--- src/verilog/dim_regs.svh ---
// register map, defaults, codes and timing for the digital input mapper
`ifndef DIM_REGS_SVH
`define DIM_REGS_SVH
`define DIM_OFS_SEL1 8'h00
`define DIM_OFS_SEL7 8'h18
`define DIM_OFS_CTRL 8'h1C
`define DIM_OFS_STAT 8'h20
`define DIM_OFS_INIT 8'h24
`define DIM_DEF_SEL1 8'h40
`define DIM_DEF_SEL2 8'h41
`define DIM_DEF_SEL3 8'h24
`define DIM_DEF_SEL4 8'h14
`define DIM_DEF_SEL5 8'h03
`define DIM_DEF_SEL6 8'h04
`define DIM_DEF_SEL7 8'h06
`define DIM_DEF3W_SEL5 8'h00
`define DIM_DEF3W_SEL6 8'h03
`define DIM_DEF3W_SEL7 8'h04
`define DIM_CODE_MAX 8'h9F
`define DIM_CODE_MIN12 8'h01
`define DIM_CODE_3WIRE 8'h00
`define DIM_CODE_LOCREM 8'h01
`define DIM_CODE_EXTSEL 8'h02
`define DIM_CODE_BB_NO 8'h08
`define DIM_CODE_BB_NC 8'h09
`define DIM_CODE_UNUSED 8'h0F
`define DIM_CODE_FAULTRST 8'h14
`define DIM_CODE_EF_HI 4'h2
`define DIM_CODE_FWD 8'h40
`define DIM_CODE_REV 8'h41
`define DIM_CTRL_PURUN 0
`define DIM_CTRL_RUNSW 1
`define DIM_CTRL_KEYLOC 2
`define DIM_INIT_NORMAL 32'h0000_0001
`define DIM_INIT_3WIRE 32'h0000_0003
`define DIM_RUN_MIN_NS 50000000
`define DIM_CLK_NS 100
`define DIM_RUN_CYC ((`DIM_RUN_MIN_NS + `DIM_CLK_NS - 1) / `DIM_CLK_NS)
`define DIM_FLASH_BIT 19
`endif

--- src/verilog/dim_pkg.sv ---
// types for the digital input mapper
package dim_pkg;
  typedef enum logic [1:0] {DIM_IDLE = 2'b00, DIM_QUAL = 2'b01, DIM_RUN = 2'b11,
    DIM_LOCK = 2'b10} dim_state_t;
endpackage : dim_pkg

--- src/verilog/dim_sel_mem.sv ---
// seven function-select words with registered read port
`timescale 1ns/1ps
`include "dim_regs.svh"
module dim_sel_mem (
  input wire logic clk,
  input wire logic sys_rst,
  input wire logic wrEn,
  input wire logic [2:0] wrIdx,
  input wire logic [7:0] wrData,
  input wire logic initReq,
  input wire logic init3w,
  input wire logic [2:0] rdIdx,
  output logic [7:0] rdData,
  output logic [55:0] allSel
);
  logic [7:0] sel [0:6];
  logic [7:0] next_sel [0:6];
  logic [7:0] next_rdData;
  always_comb
  begin
    for (int i = 0; i < 7; i++)
      next_sel[i] = sel[i];
    if (initReq)
    begin
      next_sel[0] = `DIM_DEF_SEL1;
      next_sel[1] = `DIM_DEF_SEL2;
      next_sel[2] = `DIM_DEF_SEL3;
      next_sel[3] = `DIM_DEF_SEL4;
      next_sel[4] = init3w ? `DIM_DEF3W_SEL5 : `DIM_DEF_SEL5;
      next_sel[5] = init3w ? `DIM_DEF3W_SEL6 : `DIM_DEF_SEL6;
      next_sel[6] = init3w ? `DIM_DEF3W_SEL7 : `DIM_DEF_SEL7;
    end
    else if (wrEn && wrIdx < 3'h7)
      next_sel[wrIdx] = wrData;
    next_rdData = (rdIdx < 3'h7) ? sel[rdIdx] : 8'h00;
  end
  always_ff @(posedge clk or posedge sys_rst)
  begin
    if (sys_rst)
    begin
      sel[0] <= `DIM_DEF_SEL1;
      sel[1] <= `DIM_DEF_SEL2;
      sel[2] <= `DIM_DEF_SEL3;
      sel[3] <= `DIM_DEF_SEL4;
      sel[4] <= `DIM_DEF_SEL5;
      sel[5] <= `DIM_DEF_SEL6;
      sel[6] <= `DIM_DEF_SEL7;
      rdData <= 8'h00;
    end
    else
    begin
      for (int i = 0; i < 7; i++)
        sel[i] <= next_sel[i];
      rdData <= next_rdData;
    end
  end
  assign allSel = {sel[6], sel[5], sel[4], sel[3], sel[2], sel[1], sel[0]};
endmodule : dim_sel_mem

--- src/verilog/dim_input_mapper.sv ---
// multi-function digital input mapper with apb register access
`timescale 1ns/1ps
`include "dim_regs.svh"
module dim_input_mapper (
  input wire logic clk,
  input wire logic sys_rst,
  input wire logic psel,
  input wire logic penable,
  input wire logic pwrite,
  input wire logic [7:0] paddr,
  input wire logic [31:0] pwdata,
  output logic [31:0] prdata,
  output logic pready,
  output logic pslverr,
  input wire logic [7:1] in_term,
  input wire logic panelRun,
  input wire logic panelFwd,
  input wire logic local_remote_key,
  output logic runCmd,
  output logic revDir,
  output logic localMode,
  output logic localLed,
  output logic runLedFlash,
  output logic baseblock,
  output logic extFault,
  output logic faultReset,
  output logic extRefSel2
);
  ////////////////////////////////////////////////////////////////////////////
  // function code helpers
  function automatic logic anyCode(input logic [55:0] s, input logic [7:0] c);
    anyCode = 1'b0;
    for (int i = 0; i < 7; i++)
      if (s[i*8 +: 8] == c)
        anyCode = 1'b1;
  endfunction : anyCode
  function automatic logic anyClosed(input logic [55:0] s, input logic [7:1] t,
    input logic [7:0] c);
    anyClosed = 1'b0;
    for (int i = 0; i < 7; i++)
      if (s[i*8 +: 8] == c && t[i+1])
        anyClosed = 1'b1;
  endfunction : anyClosed
  function automatic logic codeOk(input logic [2:0] idx, input logic [7:0] c);
    codeOk = (c <= `DIM_CODE_MAX) && (idx > 3'h1 || c >= `DIM_CODE_MIN12);
  endfunction : codeOk
  ////////////////////////////////////////////////////////////////////////////
  // input synchronisers, first stage read only by second
  logic [7:1] syncA;
  logic [7:1] term;
  always_ff @(posedge clk or posedge sys_rst)
  begin
    if (sys_rst)
    begin
      syncA <= 7'h00;
      term <= 7'h00;
    end
    else
    begin
      syncA <= in_term;
      term <= syncA;
    end
  end
  ////////////////////////////////////////////////////////////////////////////
  // apb slave and control registers
  logic [2:0] ctrl;
  logic [2:0] next_ctrl;
  logic [31:0] next_prdata;
  logic next_pready;
  logic next_pslverr;
  logic memWr;
  logic initReq;
  logic init3w;
  logic [7:0] memRd;
  logic [55:0] allSel;
  logic acc;
  logic selHit;
  logic [2:0] selIdx;
  assign acc = psel && penable && !pready;
  assign selHit = paddr <= `DIM_OFS_SEL7 && paddr[1:0] == 2'b00;
  assign selIdx = paddr[4:2];
  // on select-word reads pready waits one cycle so the select memory's registered read is valid
  logic waitRd;
  logic next_waitRd;
  always_comb
  begin
    next_ctrl = ctrl;
    next_prdata = prdata;
    next_pready = 1'b0;
    next_pslverr = 1'b0;
    next_waitRd = 1'b0;
    memWr = 1'b0;
    initReq = 1'b0;
    init3w = 1'b0;
    if (acc && !waitRd && !pwrite && selHit)
      next_waitRd = 1'b1;
    else if (acc)
    begin
      next_pready = 1'b1;
      if (pwrite)
      begin
        if (selHit)
        begin
          memWr = codeOk(selIdx, pwdata[7:0]);
          next_pslverr = !memWr;
        end
        else if (paddr == `DIM_OFS_CTRL)
          next_ctrl = pwdata[2:0];
        else if (paddr == `DIM_OFS_INIT)
        begin
          initReq = pwdata == `DIM_INIT_NORMAL || pwdata == `DIM_INIT_3WIRE;
          init3w = pwdata == `DIM_INIT_3WIRE;
          next_pslverr = !initReq;
        end
        else if (paddr != `DIM_OFS_STAT)
          next_pslverr = 1'b1;
      end
      else
      begin
        next_prdata = 32'h0000_0000;
        if (selHit)
          next_prdata = {24'h00_0000, memRd};
        else if (paddr == `DIM_OFS_CTRL)
          next_prdata = {29'h0000_0000, ctrl};
        else if (paddr == `DIM_OFS_STAT)
          next_prdata = {19'h0_0000, runLedFlash, localMode, revDir, runCmd,
            term, 1'b0, 1'b0};
        else if (paddr != `DIM_OFS_INIT)
          next_pslverr = 1'b1;
      end
    end
  end
  always_ff @(posedge clk or posedge sys_rst)
  begin
    if (sys_rst)
    begin
      ctrl <= 3'h0;
      prdata <= 32'h0000_0000;
      pready <= 1'b0;
      pslverr <= 1'b0;
      waitRd <= 1'b0;
    end
    else
    begin
      ctrl <= next_ctrl;
      prdata <= next_prdata;
      pready <= next_pready;
      pslverr <= next_pslverr;
      waitRd <= next_waitRd;
    end
  end
  dim_sel_mem u_mem (
    .clk(clk),
    .sys_rst(sys_rst),
    .wrEn(memWr),
    .wrIdx(selIdx),
    .wrData(pwdata[7:0]),
    .initReq(initReq),
    .init3w(init3w),
    .rdIdx(selIdx),
    .rdData(memRd),
    .allSel(allSel)
  );
  ////////////////////////////////////////////////////////////////////////////
  // function decode; code F matches nothing so it drives no function
  logic threeWire;
  logic lrAssigned;
  logic lrClosed;
  logic dirIn;
  logic want2Fwd;
  logic want2Rev;
  logic [2:0] efHit;
  assign threeWire = anyCode(allSel, `DIM_CODE_3WIRE);
  assign lrAssigned = anyCode(allSel, `DIM_CODE_LOCREM);
  assign lrClosed = anyClosed(allSel, term, `DIM_CODE_LOCREM);
  assign dirIn = anyClosed(allSel, term, `DIM_CODE_3WIRE);
  assign want2Fwd = anyClosed(allSel, term, `DIM_CODE_FWD);
  assign want2Rev = anyClosed(allSel, term, `DIM_CODE_REV);
  always_comb
  begin
    efHit = 3'h0;
    for (int i = 0; i < 7; i++)
    begin
      if (allSel[i*8+4 +: 4] == `DIM_CODE_EF_HI && term[i+1])
        efHit[0] = 1'b1;
      if ((allSel[i*8 +: 8] == `DIM_CODE_BB_NO && term[i+1]) ||
          (allSel[i*8 +: 8] == `DIM_CODE_BB_NC && !term[i+1]))
        efHit[1] = 1'b1;
      if (allSel[i*8 +: 8] == `DIM_CODE_FAULTRST && term[i+1])
        efHit[2] = 1'b1;
    end
  end
  ////////////////////////////////////////////////////////////////////////////
  // local/remote and panel key
  logic keyD;
  logic next_localMode;
  logic wantLocal;
  assign wantLocal = lrAssigned ? lrClosed : ctrl[`DIM_CTRL_KEYLOC];
  always_comb
  begin
    next_localMode = localMode;
    if (!lrAssigned && local_remote_key && !keyD && !runCmd)
      next_localMode = !localMode;
    else if (wantLocal != localMode && (!runCmd || ctrl[`DIM_CTRL_RUNSW]))
      next_localMode = wantLocal;
  end
  ////////////////////////////////////////////////////////////////////////////
  // run sequencing
  dim_pkg::dim_state_t st;
  dim_pkg::dim_state_t next_st;
  logic [19:0] qualCnt;
  logic [19:0] next_qualCnt;
  logic [19:0] flashCnt;
  logic [2:0] warm;
  logic reqRun;
  logic next_revDir;
  always_comb
  begin
    next_st = st;
    next_qualCnt = 20'h0_0000;
    next_revDir = revDir;
    reqRun = 1'b0;
    if (localMode)
    begin
      reqRun = panelRun;
      next_revDir = !panelFwd;
    end
    else if (threeWire)
    begin
      reqRun = term[1];
      next_revDir = dirIn;
    end
    else
    begin
      reqRun = want2Fwd ^ want2Rev;
      if (reqRun)
        next_revDir = want2Rev;
    end
    case (st)
      dim_pkg::DIM_IDLE:
      begin
        if (!warm[2] && reqRun && !ctrl[`DIM_CTRL_PURUN])
          next_st = dim_pkg::DIM_LOCK;
        else if (!warm[2] && reqRun)
          next_st = dim_pkg::DIM_RUN;
        else if (!localMode && threeWire && term[1] && term[2])
          next_st = dim_pkg::DIM_QUAL;
        else if (reqRun && !(!localMode && threeWire))
          next_st = dim_pkg::DIM_RUN;
      end
      dim_pkg::DIM_QUAL:
      begin
        next_qualCnt = qualCnt + 20'h0_0001;
        if (!term[1] || !term[2])
          next_st = dim_pkg::DIM_IDLE;
        else if (qualCnt >= 20'(`DIM_RUN_CYC))
          next_st = dim_pkg::DIM_RUN;
      end
      dim_pkg::DIM_RUN:
      begin
        if (!localMode && threeWire)
        begin
          if (!term[2])
            next_st = dim_pkg::DIM_IDLE;
        end
        else if (!reqRun)
          next_st = dim_pkg::DIM_IDLE;
      end
      dim_pkg::DIM_LOCK:
        if (!reqRun)
          next_st = dim_pkg::DIM_IDLE;
      default:
        next_st = dim_pkg::DIM_IDLE;
    endcase
  end
  always_ff @(posedge clk or posedge sys_rst)
  begin
    if (sys_rst)
    begin
      st <= dim_pkg::DIM_IDLE;
      qualCnt <= 20'h0_0000;
      flashCnt <= 20'h0_0000;
      warm <= 3'h0;
      keyD <= 1'b0;
      localMode <= 1'b0;
      revDir <= 1'b0;
      runCmd <= 1'b0;
      localLed <= 1'b0;
      runLedFlash <= 1'b0;
      baseblock <= 1'b0;
      extFault <= 1'b0;
      faultReset <= 1'b0;
      extRefSel2 <= 1'b0;
    end
    else
    begin
      st <= next_st;
      qualCnt <= next_qualCnt;
      flashCnt <= flashCnt + 20'h0_0001;
      warm <= initReq ? 3'h0 : {warm[1:0], 1'b1}; // window closes once sync is full
      keyD <= local_remote_key;
      localMode <= next_localMode;
      revDir <= next_revDir;
      runCmd <= next_st == dim_pkg::DIM_RUN;
      localLed <= next_localMode;
      runLedFlash <= next_st == dim_pkg::DIM_LOCK && !flashCnt[`DIM_FLASH_BIT];
      baseblock <= efHit[1];
      extFault <= efHit[0];
      faultReset <= efHit[2];
      extRefSel2 <= anyClosed(allSel, term, `DIM_CODE_EXTSEL);
    end
  end
  ////////////////////////////////////////////////////////////////////////////
  // checks
  property p_stop3w;
    @(posedge clk) disable iff (sys_rst)
      (st == dim_pkg::DIM_RUN && !localMode && threeWire && !term[2]) |=> !runCmd;
  endproperty
  a_stop3w: assert property (p_stop3w) else $error("3-wire stop ignored");
  property p_qual;
    @(posedge clk) disable iff (sys_rst)
      (st == dim_pkg::DIM_IDLE && next_st == dim_pkg::DIM_QUAL) |=> !runCmd [*8];
  endproperty
  a_qual: assert property (p_qual) else $error("run before qualification");
  property p_lock;
    @(posedge clk) disable iff (sys_rst)
      st == dim_pkg::DIM_LOCK |-> !runCmd;
  endproperty
  a_lock: assert property (p_lock) else $error("locked run started");
  property p_led;
    @(posedge clk) disable iff (sys_rst) localLed == localMode;
  endproperty
  a_led: assert property (p_led) else $error("local led mismatch");
  property p_lrlocal;
    @(posedge clk) disable iff (sys_rst)
      (lrAssigned && lrClosed && !runCmd) ##1 (lrAssigned && lrClosed) |-> localMode;
  endproperty
  a_lrlocal: assert property (p_lrlocal) else $error("local not taken");
  property p_hold;
    @(posedge clk) disable iff (sys_rst)
      (runCmd && !ctrl[`DIM_CTRL_RUNSW]) |=> $stable(localMode);
  endproperty
  a_hold: assert property (p_hold) else $error("source changed in run");
  property p_dir;
    @(posedge clk) disable iff (sys_rst)
      (!localMode && threeWire) |=> revDir == $past(dirIn);
  endproperty
  a_dir: assert property (p_dir) else $error("3-wire direction wrong");
  property p_sync;
    @(posedge clk) disable iff (sys_rst) !$past(sys_rst, 2) |-> term == $past(in_term, 2);
  endproperty
  a_sync: assert property (p_sync) else $error("sync depth wrong");
endmodule : dim_input_mapper

--- config.mk ---
export PLATFORM = sky130hd
export DESIGN_NAME = dim_input_mapper
export DESIGN_NICKNAME = d
export VERILOG_FILES = /design/src/verilog/dim_pkg.sv /design/src/verilog/dim_sel_mem.sv /design/src/verilog/dim_input_mapper.sv
export VERILOG_INCLUDE_DIRS = /design/src /design/src/verilog
export SDC_FILE = /design/constraint.sdc
export NUM_CORES = 1
export LEC_CHECK = 0
export BUFFER_PORTS_ARGS = -buffer_cell sky130_fd_sc_hd__buf_2
export CORE_MARGIN = 2
export CORE_UTILIZATION = 65
export CTS_BUF_LIST = sky130_fd_sc_hd__clkbuf_8
export DETAILED_ROUTE_END_ITERATION = 6
export PLACE_DENSITY_LB_ADDON = 0.3
export SETUP_SLACK_MARGIN = 0.3
export SLEW_MARGIN = 15
export SYNTH_ARGS = -nofsm -noshare
export SYNTH_HDL_FRONTEND = slang
export SYNTH_SLANG_ARGS = --single-unit
--- constraint.sdc ---
create_clock -name clk -period 6.8 [get_ports clk]
set_clock_uncertainty 0.05 [all_clocks]
set_input_delay 0.68 -clock clk [delete_from_list [all_inputs] [get_ports clk]]
set_output_delay 0.68 -clock clk [all_outputs]
set_load 0.005 [all_outputs]
==> impl_summary.log, run 1 <==
[metrics] post-CTS setup repair buffer count: 0
[metrics] Cells after Synth: 837
[metrics] maximum number of pins on one net before global-route repair: 95
[metrics] crit path capture type: flip-flop
[metrics] vertical die dimension: 115 um
[metrics] count of hold buffers inserted by post-cts repair: 0
[metrics] cells resized by post-CTS repair: 0
[metrics] P&R area growth vs syn: 8.58%
[metrics] area of the die: 13300 sq um
[metrics] detail-routed via count per cell: 6.47
[metrics] f_max: 330 MHz
[metrics] VDD IR max: 0.000170 V
[metrics] site row count: 40
[metrics] arrival time of data at the critical path endpoint: 3340 ps
[metrics] aggregate routed wire length: 23800 um
[metrics] Largest stage delay, worst path: 730 ps
[metrics] worst slack after detailed placement: 3380 ps
[metrics] initial antenna violation count: 0
[metrics] RSZ-0062 raised after global routing: false
[metrics] status: complete, no violations
[metrics] proportion of synthesized flip-flops having asynchronous set or reset: 1.00
[metrics] kind of path behind the tightest hold check: primary input to asynchronous set/reset pin
[metrics] maximum level of the CTS H-tree: 4
[metrics] vias in the first global route: 6674
[metrics] GR Overflow Total: 0
[metrics] Net count, final: 947
[metrics] maxcap violations: 0
[metrics] most frequent cells in the layout: sky130_fd_sc_hd__dfrtp_1 (139), sky130_fd_sc_hd__nand2_1 (120), sky130_fd_sc_hd__buf_2 (78), sky130_fd_sc_hd__nor2_1 (76), sky130_fd_sc_hd__o21ai_0 (57)
[metrics] worst path setup slack after routing: 3770 ps
[metrics] clock slew seen by the registers of the worst setup and hold paths: 90 ps
[metrics] CTS root buf: sky130_fd_sc_hd__clkbuf_8
[metrics] number of enable flip-flop cells after synthesis: 0
[metrics] Slew Viols, Final: 0
[metrics] register area share after synthesis: 0.470
[metrics] dominant register cell in the synthesized netlist: sky130_fd_sc_hd__dfrtp_1
[metrics] Data required, critical path: 7110 ps
[metrics] detailed-route wire length per cell: 22.2 um
[metrics] proportion of layout cells with a drive suffix above 1: 0.180
[metrics] wire length of the first global-routing pass: 36900 um
[metrics] most common cell after layout, fill and taps aside: sky130_fd_sc_hd__dfrtp_1
[metrics] normalized max-slew margin: 0.294
[metrics] insertion delay of the later-clocked pin in the worst-skew pair: 460 ps
[metrics] synthesized flop and latch total: 151
[metrics] total via count after detailed routing: 6921
[metrics] cell with the largest stage delay on the worst path: sky130_fd_sc_hd__nor3_2
[metrics] post-synthesis cell area: 8070 sq um
[metrics] Leak: 0.00387 uW
[metrics] count of antenna diodes in the layout: 0
[metrics] TritonCTS clock tree: done
[metrics] accumulated negative setup slack: 0 ps
[metrics] DIE WIDTH: 115 um
[metrics] critical path class: primary input to flip-flop
[metrics] DRC violations left: 0
[metrics] pwr dens: 211 nW/um^2
[metrics] router iterations before antenna repair: 6
[metrics] Final Hold Violating Endpoints: 0
[metrics] sinks on the clock net: 151
[metrics] cts bufs inserted: 17
[metrics] cell-by-cell listing of the critical path: buf_2, nand3_1, nand3b_1, nor4_1, nand2b_1, nor3_2, a21oi_1, o22a_1
[metrics] count of boundary I/O pins: 98
[metrics] GRT Util Overall: 0.375
[metrics] part of the cycle the worst path needs: 0.446
[metrics] cell type with the largest total area after synthesis: sky130_fd_sc_hd__dfrtp_1
[metrics] minimum period implied by the final worst setup slack: 3030 ps
[metrics] post-synthesis average cell area: 9.64 sq um
[metrics] remaining antenna violation count: 0
[metrics] Max Fanout on Critical Path: 29
[metrics] final number of setup-violating endpoints: 0
[metrics] DP HPWL: 17500 um
[metrics] type of element launching the critical path: primary input
[metrics] Yosys Warn Count: 0
[metrics] deepest clock path buffer count: 2
[metrics] routability congestion estimate from global placement: 0.960
[metrics] number of library cell types mapped by synthesis: 79
[metrics] starting DRC count in detailed routing: 1002
[metrics] dominant cells by area after synthesis: sky130_fd_sc_hd__dfrtp_1 (43%), sky130_fd_sc_hd__nand2_1 (5.6%), sky130_fd_sc_hd__dfstp_2 (3.9%)
[metrics] initial cell density of the core: 0.669
[metrics] Slew @ Worst Pin: 1060 ps
[metrics] fraction of synthesized cell area taken by the top area cell type: 0.431
[metrics] area inside the core boundary: 12100 sq um
[metrics] buffers added on ports: 78
==> sequential cells by signal, summed over array words and instances, names as in the netlist, 2 cells and up <==
register,count
u_mem.allSel,56
flashCnt,20
qualCnt,20
prdata,13
u_mem.rdData,8
syncA,7
term,7
ctrl,3
warm,3
st,2
==> critical path: cells and delay by family <==
kind,cells,cell delay [ps]
and+or+nand+nor,5,1820
buffers and inverters,1,340
AOI/OAI and AO/OA,2,490
==> power by group <==
group	internal (uW)	switching, uW
registers	929	46.2
logic	88.0	142
clock network	271	374
total	1290	563
==> synthesized netlist by cell type (all sizes together) (8+ instances only) <==
library cell / number
clkbuf: 18
nor3: 18
inv: 13
and4: 8
nand4b: 10
and3: 11
o21ai: 58
a21oi: 23
nor2: 77
and2: 9
mux4: 8
xnor2: 20
nand3: 37
nand4: 17
dfstp: 12
xor2: 23
dfrtp: 139
a31oi: 8
nor4b: 11
buf: 46
nand2: 120
nor4: 26
mux2i: 31
==> cells by family after synthesis <==
kind of cell               after synthesis  share of synthesized area
DFF                                    151                      0.470
and+or+nand+nor                        386                      0.257
muxes                                   44                     0.0682
xor gates and xnor gates                43                     0.0467
buffers and inverters                   77                     0.0506
adders and majority gates                4                    0.00605
AOI/OAI and AO/OA                      131                      0.100
other                                    1                   0.000465
==> metrics by stage <==
step	cell area (sq um)	power, uW	std cells	hold WS, ps	util
floorplan	8140	1140	855	281	-
global placement	8390	1200	1038	281	0.696
detailed placement	8390	1210	1038	286	0.696
CTS	8750	1840	1070	216	0.726
global route	8760	1920	1070	244	0.726
finish	8760	1850	1070	216	0.726
==> routing by layer <==
| metal | part of all wire | vias to the layer above | global-route usage | wire length (um) |
|---|---|---|---|---|
| met1 | 0.40 | 3375 | 0.487 | 9410 |
| li1 | - | 3059 | - | - |
| met5 | 0 | - | 0 | 0 |
| met2 | 0.48 | 407 | 0.611 | 11400 |
| met4 | 0.042 | 0 | 0.177 | 1010 |
| met3 | 0.083 | 80 | 0.0717 | 1970 |
==> worst paths after layout <==
kind	slack, ps	cells past startpoint	from	endpoint
worst max-delay path	3770	8	paddr[2]	u_mem.allSel[5]
worst min-delay path	220	2	sys_rst	warm[2]
worst max register to register	3980	7	u_mem.allSel[8]	runLedFlash
worst min register to register	300	0	syncA[3]	term[3]
max in group asynchronous	5290	3	sys_rst	flashCnt[0]
min in group clk	260	1	in_term[7]	syncA[7]
==> cell type report <==
class	instances	area [sq um]
clock buffer	18	248
clock inverter	14	114
fill	874	3300
inverter	13	53.8
multi-input combinational	627	3940
sequential	151	3790
tap	168	210
timing repair buffer	79	402
Power figures use the tool's default switching activity.
==> inputs of run 2 (changes only) <==
--- a/config.mk
+++ b/config.mk
@@ -6,9 +6,10 @@
 export SDC_FILE = /design/constraint.sdc
 export NUM_CORES = 1
 export LEC_CHECK = 0
+export ABC_AREA = 1
 export BUFFER_PORTS_ARGS = -buffer_cell sky130_fd_sc_hd__buf_2
 export CORE_MARGIN = 2
-export CORE_UTILIZATION = 65
+export CORE_UTILIZATION = 61
 export CTS_BUF_LIST = sky130_fd_sc_hd__clkbuf_8
 export DETAILED_ROUTE_END_ITERATION = 6
 export PLACE_DENSITY_LB_ADDON = 0.3
==> constraint.sdc (replaced) <==
create_clock -name clk -period 3.1 [get_ports clk]
set_clock_uncertainty 0.05 [all_clocks]
set_input_delay 0.31 -clock clk [delete_from_list [all_inputs] [get_ports clk]]
set_output_delay 0.31 -clock clk [all_outputs]
set_load 0.005 [all_outputs]
==> impl_summary.log, run 2 <==
[metrics] arrival time of data at the critical path endpoint: 2720 ps (-620 ps)
[metrics] most common cell after layout, fill and taps aside: sky130_fd_sc_hd__nand2_1
[metrics] sinks on the clock net: 151 (unchanged)
[metrics] Final Hold Violating Endpoints: 0 (unchanged)
[metrics] Data required, critical path: 3450 ps (-3660 ps)
[metrics] maximum number of pins on one net before global-route repair: 71 (-25%)
[metrics] critical path class: flip-flop to flip-flop
[metrics] post-synthesis average cell area: 7.89 sq um (-18%)
[metrics] proportion of synthesized flip-flops having asynchronous set or reset: 1.00 (unchanged)
[metrics] Net count, final: 1195 (+26%)
[metrics] final number of setup-violating endpoints: 0 (unchanged)
[metrics] Slew Viols, Final: 0 (unchanged)
[metrics] cell type with the largest total area after synthesis: sky130_fd_sc_hd__dfrtp_1
[metrics] Yosys Warn Count: 0 (unchanged)
[metrics] status: complete, no violations
[metrics] number of enable flip-flop cells after synthesis: 0 (unchanged)
[metrics] Slew @ Worst Pin: 805 ps (-251 ps)
[metrics] minimum period implied by the final worst setup slack: 2370 ps
[metrics] GR Overflow Total: 0 (unchanged)
[metrics] Cells after Synth: 1034 (+24%)
[metrics] list of most frequent post-synthesis cells: sky130_fd_sc_hd__nand2_1 (182), sky130_fd_sc_hd__inv_1 (154), sky130_fd_sc_hd__dfrtp_1 (139), sky130_fd_sc_hd__nor2_1 (123), sky130_fd_sc_hd__nand3_1 (75)
[metrics] post-synthesis cell area: 8160 sq um (+1.2%)
[metrics] accumulated negative setup slack: 0 ps (unchanged)
[metrics] VDD IR max: 0.000381 V (+120%)
[metrics] detail-routed via count per cell: 5.95 (-8.0%)
[metrics] cell with the largest stage delay on the worst path: sky130_fd_sc_hd__dfrtp_1
[metrics] initial cell density of the core: 0.621 (-0.0476)
[metrics] count of antenna diodes in the layout: 0 (unchanged)
[metrics] cells resized by post-CTS repair: 0 (unchanged)
[metrics] vertical die dimension: 120 um (+3.7%)
[metrics] router iterations before antenna repair: 7 (+1)
[metrics] buffers added on ports: 78 (unchanged)
[metrics] kind of path behind the tightest hold check: primary input to flip-flop
[metrics] flip-flop count of the largest register, all copies and words added: 56 (unchanged)
[metrics] normalized max-slew margin: 0.459 (+0.164)
[metrics] cts bufs inserted: 17 (unchanged)
[metrics] initial antenna violation count: 0 (unchanged)
[metrics] area inside the core boundary: 13100 sq um (+8.9%)
[metrics] clock slew seen by the registers of the worst setup and hold paths: 80 ps (about the same)
[metrics] Internal Power: 2860 uW (+120%)
[metrics] deepest clock path buffer count: 2 (unchanged)
[metrics] starting DRC count in detailed routing: 975 (-2.7%)
[metrics] remaining antenna violation count: 0 (unchanged)
[metrics] RSZ-0062 raised after global routing: false
[metrics] f_max: 422 MHz
[metrics] maximum level of the CTS H-tree: 4 (unchanged)
[metrics] fraction of synthesized cell area taken by the top area cell type: 0.426 (-0.00496)
[metrics] count of buffer and inverter cells on the critical path: 1 (unchanged)
[metrics] crit path capture type: flip-flop
[metrics] part of the cycle the worst path needs: 0.765
[metrics] fraction of power consumed by combinational cells: 0.134 (+0.010)
[metrics] synthesized flop and latch total: 151 (unchanged)
[metrics] maxcap violations: 0 (unchanged)
[metrics] detailed-route wire length per cell: 19.4 um (-13%)
[metrics] DIE WIDTH: 120 um (+3.7%)
[metrics] type of element launching the critical path: flip-flop
[metrics] clock share of power: 0.348 (about the same)
[metrics] dominant register cell in the synthesized netlist: sky130_fd_sc_hd__dfrtp_1
[metrics] worst slack after detailed placement: 418 ps (-2960 ps)
[metrics] most frequently used cell type in the post-synthesis netlist: sky130_fd_sc_hd__nand2_1
[metrics] proportion of layout cells with a drive suffix above 1: 0.150 (-0.0300)
[metrics] Net Sw Power: 1260 uW (+120%)
[metrics] count of boundary I/O pins: 98 (unchanged)
[metrics] aggregate routed wire length: 25800 um (+8.3%)
[metrics] DP HPWL: 19900 um (+14%)
[metrics] site row count: 42 (+5.0%)
[metrics] insertion delay of the later-clocked pin in the worst-skew pair: 470 ps (about the same)
[metrics] count of hold buffers inserted by post-cts repair: 9 (+9)
[metrics] worst path setup slack after routing: 729 ps (-3040 ps)
[metrics] total via count after detailed routing: 7890 (+14%)
[metrics] Top cell by count, worst path: sky130_fd_sc_hd__nand2_1
[metrics] wire length of the first global-routing pass: 39800 um (+7.7%)
[metrics] switch share: 0.306 (+0.00156)
[metrics] GRT Util Overall: 0.371 (-0.00335)
[metrics] routability congestion estimate from global placement: 1.06 (+11%)
[metrics] Leak: 0.00439 uW (+13%)
[metrics] area of the die: 14300 sq um (+7.5%)
[metrics] Max Fanout on Critical Path: 5 (-83%)
[metrics] post-CTS setup repair buffer count: 0 (unchanged)
[metrics] vias in the first global route: 7355 (+10%)
[metrics] CTS root buf: sky130_fd_sc_hd__clkbuf_8
[metrics] number of library cell types mapped by synthesis: 50 (-37%)
[metrics] cell-by-cell listing of the critical path: nor2_1, nand2_1, nor3_1, nor2_1, nand2_1, nand3_1, nand2_1, inv_1, nand3_1, nand2_1, a21oi_1, nand3_1, nor2_1
[metrics] dominant cells by area after synthesis: sky130_fd_sc_hd__dfrtp_1 (43%), sky130_fd_sc_hd__nand2_1 (8.4%), sky130_fd_sc_hd__inv_1 (7.1%)
[metrics] register area share after synthesis: 0.465 (-0.00541)
[metrics] number of fill cells: 1116 (+28%)
[metrics] TritonCTS clock tree: done
[metrics] most frequent cells in the layout: sky130_fd_sc_hd__nand2_1 (182), sky130_fd_sc_hd__inv_1 (153), sky130_fd_sc_hd__dfrtp_1 (139), sky130_fd_sc_hd__nor2_1 (123), sky130_fd_sc_hd__buf_2 (78)
[metrics] sequential share of power: 0.518 (-0.009)
[metrics] Largest stage delay, worst path: 470 ps (-260 ps)
[metrics] CP top delay family: simple AND/OR/NAND/NOR gates
[metrics] DRC violations left: 0 (unchanged)
[metrics] P&R area growth vs syn: 12.6%
[metrics] pwr dens: 448 nW/um^2 (+110%)
## run 2: changes by cell type after synthesis, moves of 31 or more
| cell | delta |
|---|---|
| sky130_fd_sc_hd__inv_1 | +141 |
| sky130_fd_sc_hd__nand2_1 | +62 |
| sky130_fd_sc_hd__nor2_1 | +47 |
| sky130_fd_sc_hd__o22ai_1 | +49 |
| sky130_fd_sc_hd__nand3_1 | +38 |
| sky130_fd_sc_hd__mux2i_1 | -31 |
## run 2: power groups by stage
stage / logic (uW) / clock network (uW) / registers (uW)
3_5_place_dp: 534 / 0 / 2170
4_1_cts: 543 / 1440 / 2130
2_1_floorplan: 353 / 0 / 2140
6_report: 551 / 1430 / 2130
5_1_grt: 622 / 1510 / 2140
3_3_place_gp: 525 / 0 / 2160
## run 2: logic make-up after synthesis
family,after synthesis,synth area share
flip-flops,151,0.465
buffers and inverters,195,0.101
other,1,0.000459
adder cells (fa/ha/maj),3,0.00460
AND/OR/NAND/NOR,478,0.268
AO/OA/AOI/OAI,187,0.141
XOR/XNOR,19,0.0204
## run 2: through the flow
stage	hold slack (ps)	std cells	utilization	total power (uW)	instance area, sq um
6_report	29.5	1326	0.700	4120	9190
5_1_grt	28.9	1326	0.700	4280	9190
4_1_cts	17.7	1326	0.700	4110	9190
3_5_place_dp	285	1285	0.664	2700	8730
3_3_place_gp	282	1285	0.664	2690	8730
2_1_floorplan	281	1052	-	2500	8230
## run 2: final timing paths
check	endpoint	cells after the start	startpoint	slack, ps
min in group asynchronous	u_mem.allSel[5]	3	sys_rst	370
hold reg to reg	term[5]	0	syncA[5]	290
max in group asynchronous	prdata[10]	4	sys_rst	1910
setup / recovery	runLedFlash	13	u_mem.allSel[54]	730
hold / removal	u_mem.allSel[55]	3	pwdata[7]	30
setup reg to reg	runLedFlash	13	u_mem.allSel[54]	730
## run 2: cell type report
class / count / area [sq um] / area share
sequential: 151 / 3790 / 0.413
multi-input combinational: 706 / 3610 / 0.393
inverter: 165 / 623 / 0.0678
timing repair buffer: 96 / 573 / 0.0623
clock buffer: 19 / 262 / 0.0284
tap: 176 / 220 / 0.0240
clock inverter: 13 / 113 / 0.0122
## run 2: metal layers
| metal | track usage | routed length (um) |
|---|---|---|
| met5 | 0 | 0 |
| met2 | 0.552 | 11200 |
| met3 | 0.120 | 2980 |
| met4 | 0.152 | 1090 |
| met1 | 0.505 | 10500 |
## run 2: worst reg2reg max path, stage by stage (launching register included)
cell                      delay [ps]
sky130_fd_sc_hd__dfrtp_1         470
sky130_fd_sc_hd__nor2_1          250
sky130_fd_sc_hd__nand2_1         180
sky130_fd_sc_hd__nor3_1          330
sky130_fd_sc_hd__nor2_1          100
sky130_fd_sc_hd__nand2_1         140
sky130_fd_sc_hd__nand3_1          80
sky130_fd_sc_hd__nand2_1          80
sky130_fd_sc_hd__inv_1            70
sky130_fd_sc_hd__nand3_1          80
sky130_fd_sc_hd__nand2_1          70
sky130_fd_sc_hd__a21oi_1         210
sky130_fd_sc_hd__nand3_1         110
sky130_fd_sc_hd__nor2_1           90
==> inputs of run 3 (changes only) <==
==> constraint.sdc (replaced) <==
create_clock -name clk -period 2.3 [get_ports clk]
set_clock_uncertainty 0.05 [all_clocks]
set_input_delay 0.23 -clock clk [delete_from_list [all_inputs] [get_ports clk]]
set_output_delay 0.23 -clock clk [all_outputs]
set_load 0.005 [all_outputs]
==> impl_summary.log, run 3 (synthesis results as in run 2) <==
[metrics] Slew Viols, Final: 0 (unchanged)
[metrics] cts bufs inserted: 17 (unchanged)
[metrics] maximum level of the CTS H-tree: 4 (unchanged)
[metrics] buffers added on ports: 78 (unchanged)
[metrics] router iterations before antenna repair: 7 (unchanged)
[metrics] DRC violations left: 3 (+3)
[metrics] Largest stage delay, worst path: 390 ps (-80 ps)
[metrics] Slew @ Worst Pin: 590 ps (-215 ps)
[metrics] GR Overflow Total: 0 (unchanged)
[metrics] source of the worst hold timing path: panelFwd
[metrics] proportion of layout cells with a drive suffix above 1: 0.332 (+0.182)
[metrics] VDD IR max: 0.000492 V (+29%)
[metrics] DIE WIDTH: 120 um (unchanged)
[metrics] violations in the final reports: design-rule violations
[metrics] deepest clock path buffer count: 2 (unchanged)
[metrics] detail-routed via count per cell: 6.16 (+3.5%)
[metrics] site row count: 42 (unchanged)
[metrics] count of boundary I/O pins: 98 (unchanged)
[metrics] most common cell after layout, fill and taps aside: sky130_fd_sc_hd__nand2_1
[metrics] DP HPWL: 19000 um (-4.9%)
[metrics] count of buffer and inverter cells on the critical path: 2 (+1)
[metrics] initial cell density of the core: 0.621 (unchanged)
[metrics] normalized max-slew margin: 0.597 (+0.138)
[metrics] final number of setup-violating endpoints: 0 (unchanged)
[metrics] Final Hold Violating Endpoints: 0 (unchanged)
[metrics] Leak: 0.00504 uW (+15%)
[metrics] reg2reg setup slack: 140 ps (-590 ps)
[metrics] vias in the first global route: 8050 (+9.4%)
[metrics] CTS root buf: sky130_fd_sc_hd__clkbuf_8
[metrics] type of element launching the critical path: flip-flop
[metrics] accumulated negative setup slack: 0 ps (unchanged)
[metrics] initial antenna violation count: 0 (unchanged)
[metrics] aggregate routed wire length: 29400 um (+14%)
[metrics] status: complete, but fails checks
[metrics] number of cells traversed by the worst register-to-register path: 14 (+1)
[metrics] cell-by-cell listing of the critical path: ha_2, nand2_2, inv_2, nand2_4, nor3_4, nand2_2, nor2_1, inv_1, nor2_2, nand3_1, nor2_1, nand3_1, o21ai_0, a21oi_1
[metrics] pwr dens: 558 nW/um^2 (+25%)
[metrics] routability congestion estimate from global placement: 1.07 (+0.38%)
[metrics] area of the die: 14300 sq um (unchanged)
[metrics] clock slew seen by the registers of the worst setup and hold paths: 90 ps (about the same)
[metrics] Net count, final: 1317 (+10%)
[metrics] endpoint of the worst hold-timing path: revDir
[metrics] Worst Hold Path Cells: 3 (unchanged)
[metrics] arrival time of data at the critical path endpoint: 2480 ps (-240 ps)
[metrics] wire length of the first global-routing pass: 42000 um (+5.5%)
[metrics] worst reg2reg startpoint: qualCnt[0]
[metrics] detailed-route wire length per cell: 20.3 um (+4.5%)
[metrics] total via count after detailed routing: 8918 (+13%)
[metrics] sum of internal, switching and leakage power: 5940 uW (+44%)
[metrics] endpoint of the most critical register-to-register path: qualCnt[18]
[metrics] f_max: 463 MHz (+9.8%)
[metrics] sinks on the clock net: 151 (unchanged)
[metrics] maxcap violations: 0 (unchanged)
[metrics] P&R area growth vs syn: 30.5%
[metrics] Max Fanout on Critical Path: 4 (-1)
[metrics] maximum number of pins on one net before global-route repair: 72 (+1.4%)
[metrics] most frequent cells in the layout: sky130_fd_sc_hd__nand2_1 (154), sky130_fd_sc_hd__dfrtp_1 (133), sky130_fd_sc_hd__inv_1 (121), sky130_fd_sc_hd__buf_4 (119), sky130_fd_sc_hd__nor2_1 (85)
[metrics] crit path capture type: flip-flop
[metrics] vertical die dimension: 120 um (unchanged)
[metrics] RSZ-0062 raised after global routing: true
[metrics] count of antenna diodes in the layout: 0 (unchanged)
[metrics] part of the cycle the worst path needs: 0.938 (+0.174)
[metrics] minimum period implied by the final worst setup slack: 2160 ps (-213 ps)
[metrics] remaining antenna violation count: 0 (unchanged)
[metrics] Post-Route Utilization: 0.811 (+0.111)
[metrics] starting DRC count in detailed routing: 1266 (+30%)
[metrics] Data required, critical path: 2620 ps (-830 ps)
[metrics] flip-flop count of the largest register, all copies and words added: 56 (unchanged)
[metrics] TritonCTS clock tree: done
[metrics] cell with the largest stage delay on the worst path: sky130_fd_sc_hd__dfrtp_1
[metrics] kind of path behind the tightest hold check: primary input to flip-flop
[metrics] area inside the core boundary: 13100 sq um (unchanged)
[metrics] CP top delay family: simple AND/OR/NAND/NOR gates
[metrics] insertion delay of the later-clocked pin in the worst-skew pair: 490 ps (+20 ps)
[metrics] critical path class: flip-flop to flip-flop
[metrics] GRT Util Overall: 0.386 (+0.0145)
run 3: tightest hold or removal path, delay by kind of cell:
family	cells	cell delay [ps]
buf+inv	1	80
simple gates	1	100
compound gates	1	100
run 3: through the flow:
stage	cells	cell area [sq um]	hold slack, ps	setup WS, ps
final	1448	10700	30.2	142
after global routing	1448	10700	33.9	33.8
after CTS	1421	10100	18.6	238
after detailed placement	1320	9000	163	45.9
after global placement	1320	9000	161	68.9
after floorplan	1052	8230	211	127
run 3: per-layer routing:
metal  GRT usage  share of wire  vias to the layer above
met1       0.510           0.37                     4149
li1            -              -                     3890
met4       0.175          0.060                        2
met3      0.0846           0.12                      186
met2       0.611           0.46                      691
met5           0        0.00044                        -
run 3: layout make-up:
cell class,count,area [sq um]
sequential,151,3800
clock inverter,12,141
timing repair buffer,218,1530
tap,176,220
multi-input combinational,706,4050
fill,862,2480
inverter,165,632
clock buffer,20,275
run 3: worst max path at each step:
| stage | to | start | depth (start not counted) | slack [ps] |
|---|---|---|---|---|
| global route | qualCnt[18] | qualCnt[0] | 15 | 30 |
| detailed placement | runCmd | u_mem.allSel[55] | 13 | 50 |
| finish | qualCnt[18] | qualCnt[0] | 14 | 140 |
| CTS | qualCnt[16] | qualCnt[0] | 15 | 240 |
| global placement | runLedFlash | u_mem.allSel[55] | 13 | 70 |
| floorplan | baseblock | sys_rst | 1 | 130 |
run 3: repair_timing:
action                                 4_1_cts  5_1_grt
setup endpoints to repair                   13       39
resized for setup                           66      102
buffers inserted                            56       27
hold buffers                                13        0
pin swaps                                   38       63
endpoints found under the hold margin       43        0
run 3: where the power goes:
group	switching (uW)	internal, uW	total [uW]
combinational	595	330	925
sequential	106	2770	2880
clock	1080	1060	2140
